--- config.mk ---
export PLATFORM = sky130hd
export DESIGN_NAME = iadec_top
export DESIGN_NICKNAME = d
export VERILOG_FILES = /design/src/core/iadec_pkg.sv /design/src/core/iadec_top.sv
export SDC_FILE = /design/constraint.sdc
export NUM_CORES = 1
export LEC_CHECK = 0
export ABC_AREA = 1
export BUFFER_PORTS_ARGS = -buffer_cell sky130_fd_sc_hd__buf_4
export CAP_MARGIN = 25
export CORE_ASPECT_RATIO = 2
export CORE_MARGIN = 10
export CORE_UTILIZATION = 30
export DETAILED_ROUTE_END_ITERATION = 12
export PLACE_DENSITY = 0.48
export REMOVE_ABC_BUFFERS = 1
export SYNTH_ARGS = -nofsm -noshare
export SYNTH_HDL_FRONTEND = slang
export SYNTH_SLANG_ARGS = --single-unit
--- constraint.sdc ---
create_clock -name clk -period 6.3 [get_ports clk]
set_input_delay 0.63 -clock clk [delete_from_list [all_inputs] [get_ports clk]]
set_output_delay 0.63 -clock clk [all_outputs]
set_load 0.03 [all_outputs]
--- src/core/iadec_pkg.sv ---
// Package: constants and types for the slave address decoder
package iadec_pkg;
    // ==========================================================
    // Strap pad states
    localparam logic [2:0] STRAP_LOW = 3'h0;
    localparam logic [2:0] STRAP_RES_DOWN = 3'h1;
    localparam logic [2:0] STRAP_FLOAT = 3'h2;
    localparam logic [2:0] STRAP_RES_UP = 3'h3;
    localparam logic [2:0] STRAP_HIGH = 3'h4;
    localparam int STRAP_LEVELS = 5;
    localparam int STRAP_PADS = 3;
    localparam int STRAP_COMBOS = 125;
    // ==========================================================
    // Register indices and reset values
    localparam logic [1:0] REG_ALL_CALL = 2'h0;
    localparam logic [1:0] REG_SUB_CALL_1 = 2'h1;
    localparam logic [1:0] REG_SUB_CALL_2 = 2'h2;
    localparam logic [1:0] REG_SUB_CALL_3 = 2'h3;
    localparam logic [7:0] ALL_CALL_RESET = 8'hE0;
    localparam logic [7:0] SUB_CALL_RESET = 8'hEE;
    localparam logic [3:0] ENABLE_RESET = 4'h3;
    localparam int ADDR_MSB = 7;
    localparam int ADDR_LSB = 1;
    localparam int DIR_BIT = 0;
    localparam int FIXED_OFFSET = 1;
    // ==========================================================
    // Carrier types
    typedef struct packed {
        logic [2:0] pad_high;
        logic [2:0] pad_mid;
        logic [2:0] pad_low;
    } iadec_strap_t;
    typedef struct packed {
        logic valid;
        logic [7:0] data;
    } iadec_byte_t;
    typedef struct packed {
        logic match;
        logic is_read;
        logic [3:0] src;
    } iadec_result_t;
    typedef enum logic [3:0] {
        ST_SAMPLE = 4'h1,
        ST_IDLE = 4'h2,
        ST_ADDR = 4'h4,
        ST_IGNORE = 4'h8
    } iadec_state_t;
endpackage

--- src/core/iadec_top.sv ---
// Module: slave address recognition after START, with strap-set address
`timescale 1ns/10ps
// Summary of operation
// - One hundred twenty-five fixed addresses come from three five-level pads.
// - Fixed seven-bit address is derived from three five-state strap pads.
// - Pads are sampled and latched at power-up and every reset.
// - After latching, pad sensing switches off and the address is held.
// - Address equals 25*high + 5*mid + low + 1, codes low=0 to high=4.
// - Address byte bit zero is direction: one read, zero write.
// - All-call register resets to E0h, upper seven bits are its address.
// - All-call is enabled from reset and matches both read and write forms.
// - Three sub-call registers reset to EEh, upper seven bits are address.
// - First sub-call enabled at reset, second and third disabled.
// - After an acknowledged write match, the next written byte is the control byte.
module iadec_top #(
    parameter int NUM_SUB = 3
) (
    input wire logic clk,
    input wire logic rst,
    input wire iadec_pkg::iadec_strap_t strap_in,
    input wire logic bus_start,
    input wire iadec_pkg::iadec_byte_t bus_byte,
    input wire logic reg_wr,
    input wire logic [1:0] reg_idx,
    input wire logic [7:0] reg_wdata,
    input wire logic [3:0] enable_wr_data,
    input wire logic enable_wr,
    output logic strap_sense_en,
    output logic [6:0] fixed_addr,
    output logic addr_ack,
    output logic dir_read,
    output logic ctrl_byte_valid,
    output logic [7:0] ctrl_byte,
    output logic [3:0] match_src,
    output logic [7:0] reg_rdata
);
    // Elaboration check: enable word and register index are sized for three sub-calls
    if (NUM_SUB != 3)
    begin : g_bad_num_sub
        $error("NUM_SUB must be 3");
    end

    iadec_pkg::iadec_state_t state_q;
    logic [7:0] prog_q [0:3];
    logic [3:0] enable_q;
    logic [6:0] fixed_q;
    logic expect_ctrl_q;
    iadec_pkg::iadec_result_t res;
    logic [6:0] strap_sum;
    logic strap_ok;

    // ==========================================================
    // Strap decode
    // Weighted sum of the three pad codes, offset by one
    always_comb
    begin
        strap_sum = 7'(7'(strap_in.pad_high) * 7'h19 + 7'(strap_in.pad_mid) * 7'h05
            + 7'(strap_in.pad_low) + 7'(iadec_pkg::FIXED_OFFSET));
        strap_ok = (strap_in.pad_high <= iadec_pkg::STRAP_HIGH)
            && (strap_in.pad_mid <= iadec_pkg::STRAP_HIGH)
            && (strap_in.pad_low <= iadec_pkg::STRAP_HIGH);
    end

    // ==========================================================
    // Sequencer
    // Sample pads once after reset, then hunt for address bytes
    always_ff @(posedge clk)
    begin
        if (rst)
        begin
            state_q <= iadec_pkg::ST_SAMPLE;
        end
        else
        begin
            case (state_q)
                iadec_pkg::ST_SAMPLE: state_q <= iadec_pkg::ST_IDLE;
                iadec_pkg::ST_IDLE: if (bus_start) state_q <= iadec_pkg::ST_ADDR;
                iadec_pkg::ST_ADDR:
                begin
                    if (bus_start)
                        state_q <= iadec_pkg::ST_ADDR;
                    else if (bus_byte.valid)
                        state_q <= res.match ? iadec_pkg::ST_IDLE : iadec_pkg::ST_IGNORE;
                end
                iadec_pkg::ST_IGNORE: if (bus_start) state_q <= iadec_pkg::ST_ADDR;
                default: state_q <= iadec_pkg::ST_SAMPLE;
            endcase
        end
    end

    // Latch strap address; pads sensed only during reset and the sample state
    always_ff @(posedge clk)
    begin
        if (rst)
        begin
            fixed_q <= 7'h00;
            strap_sense_en <= 1'b1;
        end
        else if (state_q == iadec_pkg::ST_SAMPLE)
        begin
            fixed_q <= strap_ok ? strap_sum : 7'(iadec_pkg::FIXED_OFFSET);
            strap_sense_en <= 1'b0;
        end
    end
    assign fixed_addr = fixed_q;

    // ==========================================================
    // Programmable addresses and enables
    // Volatile registers, back to defaults on every reset
    always_ff @(posedge clk)
    begin
        if (rst)
        begin
            prog_q[iadec_pkg::REG_ALL_CALL] <= iadec_pkg::ALL_CALL_RESET;
            prog_q[iadec_pkg::REG_SUB_CALL_1] <= iadec_pkg::SUB_CALL_RESET;
            prog_q[iadec_pkg::REG_SUB_CALL_2] <= iadec_pkg::SUB_CALL_RESET;
            prog_q[iadec_pkg::REG_SUB_CALL_3] <= iadec_pkg::SUB_CALL_RESET;
        end
        else if (reg_wr)
        begin
            prog_q[reg_idx] <= reg_wdata;
        end
    end

    // Bit0 all-call, bits 1..3 sub-call 1..3
    always_ff @(posedge clk)
    begin
        if (rst)
            enable_q <= iadec_pkg::ENABLE_RESET;
        else if (enable_wr)
            enable_q <= enable_wr_data;
    end

    // Read-back of the selected programmable register
    always_ff @(posedge clk)
    begin
        if (rst)
            reg_rdata <= 8'h00;
        else
            reg_rdata <= prog_q[reg_idx];
    end

    // ==========================================================
    // Address comparison, direction bit ignored in the compare
    genvar gi;
    generate
        for (gi = 0; gi < NUM_SUB + 1; gi++)
        begin : g_cmp
            assign res.src[gi] = enable_q[gi] && (bus_byte.data[iadec_pkg::ADDR_MSB:iadec_pkg::ADDR_LSB]
                == prog_q[gi][iadec_pkg::ADDR_MSB:iadec_pkg::ADDR_LSB]);
        end
    endgenerate
    assign res.match = (bus_byte.data[iadec_pkg::ADDR_MSB:iadec_pkg::ADDR_LSB] == fixed_q)
        || (|res.src);
    assign res.is_read = bus_byte.data[iadec_pkg::DIR_BIT];

    // Ack pulse and match report for the address byte
    always_ff @(posedge clk)
    begin
        if (rst)
        begin
            addr_ack <= 1'b0;
            dir_read <= 1'b0;
            match_src <= 4'h0;
        end
        else
        begin
            addr_ack <= (state_q == iadec_pkg::ST_ADDR) && !bus_start && bus_byte.valid
                && res.match;
            if ((state_q == iadec_pkg::ST_ADDR) && !bus_start && bus_byte.valid && res.match)
            begin
                dir_read <= res.is_read;
                match_src <= res.src;
            end
        end
    end

    // Next written byte after an acked write becomes the control byte
    always_ff @(posedge clk)
    begin
        if (rst)
        begin
            expect_ctrl_q <= 1'b0;
            ctrl_byte_valid <= 1'b0;
            ctrl_byte <= 8'h00;
        end
        else
        begin
            ctrl_byte_valid <= 1'b0;
            if (bus_start)
                expect_ctrl_q <= 1'b0;
            else if ((state_q == iadec_pkg::ST_ADDR) && bus_byte.valid)
                expect_ctrl_q <= res.match && !res.is_read;
            else if (expect_ctrl_q && bus_byte.valid)
            begin
                expect_ctrl_q <= 1'b0;
                ctrl_byte_valid <= 1'b1;
                ctrl_byte <= bus_byte.data;
            end
        end
    end

    // ==========================================================
    // Checks
    a_ack_on_match: assert property (@(posedge clk) disable iff (rst)
        (state_q == iadec_pkg::ST_ADDR && !bus_start && bus_byte.valid && res.match)
        |=> addr_ack) else $error("address match not acknowledged");
    // Recomputed from the registers, so a broken compare path is caught
    a_no_ack_miss: assert property (@(posedge clk) disable iff (rst)
        addr_ack |-> $past((bus_byte.data[7:1] == fixed_q)
        || (enable_q[0] && bus_byte.data[7:1] == prog_q[0][7:1])
        || (enable_q[1] && bus_byte.data[7:1] == prog_q[1][7:1])
        || (enable_q[2] && bus_byte.data[7:1] == prog_q[2][7:1])
        || (enable_q[3] && bus_byte.data[7:1] == prog_q[3][7:1])))
        else $error("ack without match");
    a_sense_off: assert property (@(posedge clk) disable iff (rst)
        (state_q != iadec_pkg::ST_SAMPLE) |-> !strap_sense_en)
        else $error("strap sensing left on");
    a_fixed_hold: assert property (@(posedge clk) disable iff (rst)
        ($past(state_q) != iadec_pkg::ST_SAMPLE && state_q != iadec_pkg::ST_SAMPLE)
        |-> $stable(fixed_q)) else $error("fixed address changed");
    a_sample_first: assert property (@(posedge clk)
        $fell(rst) |-> state_q == iadec_pkg::ST_SAMPLE ##1 state_q == iadec_pkg::ST_IDLE)
        else $error("strap not sampled after reset");
    a_fixed_range: assert property (@(posedge clk) disable iff (rst)
        (state_q != iadec_pkg::ST_SAMPLE) |-> (fixed_q >= 7'h01 && fixed_q <= 7'h7D))
        else $error("fixed address out of range");
    a_dir_bit: assert property (@(posedge clk) disable iff (rst)
        addr_ack |-> dir_read == $past(bus_byte.data[0])) else $error("direction wrong");
    a_reset_enables: assert property (@(posedge clk)
        $past(rst) |-> enable_q == iadec_pkg::ENABLE_RESET
        && prog_q[0] == iadec_pkg::ALL_CALL_RESET && prog_q[3] == iadec_pkg::SUB_CALL_RESET)
        else $error("bad reset values");
    a_ctrl_after_ack: assert property (@(posedge clk) disable iff (rst)
        ctrl_byte_valid |-> !addr_ack && $past(bus_byte.valid)
        && ctrl_byte == $past(bus_byte.data)) else $error("control byte not the next byte");
endmodule

==> flow_summary.json <==
{
  "p_seq_frac": 0.390,
  "power_density_mw_per_mm2": 281,
  "synth_top_flop_cell": "sky130_fd_sc_hd__dfxtp_1",
  "dpl_cell_area_mm2": 0.00458,
  "comb_power_share": 0.179,
  "stdcell_area_mm2": 0.00493,
  "critPathMaxStageDelay_ns": 0.54,
  "internal_power_mw": 1.01,
  "ctsRootBufferMaster": "sky130_fd_sc_hd__clkbuf_16",
  "avgViaCountPerCell": 4.79,
  "inserted_clock_buffers": 9,
  "groute.usage.overall": 0.134,
  "grt_start_max_net_pins": 26,
  "place_congestion": 0.890,
  "critPathRequiredTime_ns": 6.52,
  "worstSkewPairLatency_ns": 0.34,
  "final_routed_wirelength_across_all_metal_layers_mm": 12.1,
  "slew_at_the_pin_closest_to_its_max_slew_limit_ns": 0.613,
  "maxCapViolations": 0,
  "final_max_slew_violation_count": 0,
  "reg2reg_slack_ns": 4.62,
  "post-synth-top-count-cell": "sky130_fd_sc_hd__nand2_1",
  "critical_path_end_type": "register",
  "firstDrtPassIters": 5,
  "worstPathMaxFanout": 3,
  "place.detailed.instances": 708,
  "final_layout_size_suffix_gt1_frac": 0.156,
  "post_synth_top_area_cell": "sky130_fd_sc_hd__edfxtp_1",
  "synth-edff-count": 32,
  "holdBufCountCts": 0,
  "place.port_buffers": 67,
  "vias": 3468,
  "yosys_register_bits": 72,
  "number_of_antenna_violations_at_the_first_check_in_global_routing": 0,
  "r2r.worst_path.cells": 12,
  "finalSetupViolations": 0,
  "synth_sequential_area_ratio": 0.446,
  "postSynth.asyncResetShare": 0,
  "power_switching_share": 0.270,
  "critPathSlowestCell": "sky130_fd_sc_hd__fa_1",
  "synth_area_per_cell_um2": 7.87,
  "netlist_top_cells_area": "sky130_fd_sc_hd__edfxtp_1, sky130_fd_sc_hd__dfxtp_1, sky130_fd_sc_hd__nand2_1, sky130_fd_sc_hd__ha_1, sky130_fd_sc_hd__inv_1",
  "rsz_0062_raised_after_global_routing": "false",
  "yosys_warnings": 0,
  "detailed_place_hpwl_mm": 10.1,
  "worstSetupEndpoint": "fixed_addr[5]",
  "drt_first_iter_violations": 180,
  "clock_power_share": 0.431,
  "ir_worst_vdd_mv": 0.150,
  "cts_sinks": 72,
  "synthDominantCellAreaShare": 0.243,
  "min_period_over_period": 0.472,
  "worst-setup-path-type": "primary input to register",
  "net-switching-power_uw": 374,
  "critical_path.cell_chain": "buf_4 > ha_1 > ha_1 > ha_1 > fa_1 > inv_1 > fa_1 > nor2_1 > o21ai_0 > nand2_1 > a21oi_1 > o21ai_0 > a21oi_1",
  "initial_utilization": 0.304,
  "totalNegativeSetupSlack_ns": 0,
  "slew_headroom": 0.589,
  "max_clock_freq_ghz": 0.336,
  "worstHoldPathCells": 2,
  "final.fill_count": 1361,
  "core.rowCount": 59,
  "reg2reg_from": "prog_q[0][5]",
  "final_nets": 631,
  "cts_post_setup_buffers_inserted": 0,
  "htree_levels": 3,
  "ant_nets": 0,
  "areaGrowthSynthToFinish_pct": 24.8,
  "final_period_minus_worst_setup_slack_ns": 2.98,
  "clock_tree_from_tritoncts": "done",
  "grt.overflow.total": 0,
  "cp-startpoint": "strap_in[3]",
  "critical_path_arrival_ns": 3.19,
  "clk_pin_slew_worst_paths_ns": 0.06,
  "ios": 68,
  "die_height_um": 182,
  "grt_pass1_wl_mm": 18.8,
  "core-area_mm2": 0.0130,
  "result_of_the_run": "finished clean",
  "wire_per_inst_um": 16.7,
  "critPathMostFrequentCell": "sky130_fd_sc_hd__ha_1",
  "timing.clock.skew_ns": 0.00626,
  "ctsLongestPathBuffers": 2,
  "drt_drc_violations_left": 0,
  "hp-class": "register to register",
  "fin_cells": 724,
  "post_synth_num_cell_types": 34,
  "report.final.hold_viol_count": 0,
  "netlist_instances": 502,
  "netlist_top_cells_count": "sky130_fd_sc_hd__nand2_1, sky130_fd_sc_hd__inv_1, sky130_fd_sc_hd__nor2_1, sky130_fd_sc_hd__a21oi_1, sky130_fd_sc_hd__dfxtp_1",
  "insertedDiodeCount": 0,
  "regToRegEndpoint": "state_q[1]",
  "post_cts_resized": 0,
  "total_die_area_mm2": 0.0184,
  "vias_in_the_first_global_route": 3647,
  "floorplan.die.width_um": 101,
  "worst_setup_path_start_kind": "primary input",
  "post_synthesis_cell_area_mm2": 0.00395,
  "power.static_leakage_nw": 2.33
}
## critical path, delay by kind of cell
family | cells | cell delay (ns)
simple gates | 2 | 0.19
compound gates | 4 | 0.29
buf+inv | 2 | 0.20
fa+ha+maj | 5 | 1.88
## per-layer routing
layer,GRT usage,vias to the layer above,part of all wire
met2,0.277,78,0.61
met5,0,-,0
met4,0.0571,0,0.028
met1,0.109,1621,0.32
li1,-,1743,-
met3,0.0299,26,0.039
## power groups by stage
stage / clock [mW] / combinational [mW] / sequential, mW
2_1_floorplan: 0 / 0.136 / 0.562
3_3_place_gp: 0 / 0.248 / 0.549
3_5_place_dp: 0 / 0.252 / 0.549
4_1_cts: 0.603 / 0.252 / 0.539
5_1_grt: 0.624 / 0.280 / 0.543
6_report: 0.597 / 0.248 / 0.539
## worst min-delay path by stage
stage | startpoint | endpoint | slack [ns]
after floorplan | expect_ctrl_q | expect_ctrl_q | 0.44
after global placement | strap_sense_en | strap_sense_en | 0.44
after detailed placement | strap_sense_en | strap_sense_en | 0.44
after CTS | strap_sense_en | strap_sense_en | 0.45
after global routing | strap_sense_en | strap_sense_en | 0.46
final | strap_sense_en | strap_sense_en | 0.45
## state kept, by name, summed over array words and instances, names as in the netlist
name             cells
state_q              4
match_src            4
dir_read             1
reg_rdata            8
ctrl_byte            8
prog_q              32
strap_sense_en       1
fixed_addr           7
addr_ack             1
expect_ctrl_q        1
ctrl_byte_valid      1
enable_q             4
## placed cells by master, fill, tap and decap left out, types with 12 or more instances in the layout
cell type / instances
sky130_fd_sc_hd__nor2_1: 47
sky130_fd_sc_hd__buf_4: 67
sky130_fd_sc_hd__inv_1: 73
sky130_fd_sc_hd__dfxtp_1: 40
sky130_fd_sc_hd__ha_1: 22
sky130_fd_sc_hd__nand3_1: 16
sky130_fd_sc_hd__a21oi_1: 43
sky130_fd_sc_hd__edfxtp_1: 32
sky130_fd_sc_hd__o21ai_0: 36
sky130_fd_sc_hd__nand2_1: 129
sky130_fd_sc_hd__xnor2_1: 12
## layout make-up
cell class	count	area, um2	share of cell area
clock buffer	11	243	0.0492
clock inverter	5	103	0.0208
inverter	76	288	0.0584
multi-input combinational	341	1840	0.374
sequential	72	1760	0.357
tap	152	190	0.0386
timing repair buffer	67	503	0.102
## cell families after synthesis
kind of cell | count (synthesis) | share of synthesized area
flops | 72 | 0.446
compound gates | 88 | 0.117
buf+inv | 89 | 0.0874
xor+xnor | 14 | 0.0311
fa+ha+maj | 27 | 0.0951
simple gates | 212 | 0.224
## per-stage QoR
| step | hold slack (ns) | power (mW) | util | setup WS [ns] |
|---|---|---|---|---|
| finish | 0.447 | 1.38 | 0.379 | 3.32 |
| global placement | 0.436 | 0.796 | 0.353 | 3.02 |
| detailed placement | 0.438 | 0.801 | 0.353 | 2.97 |
| floorplan | 0.441 | 0.699 | - | 3.26 |
| global route | 0.465 | 1.45 | 0.379 | 3.17 |
| CTS | 0.450 | 1.39 | 0.379 | 3.32 |
Power figures use the tool's default switching activity.
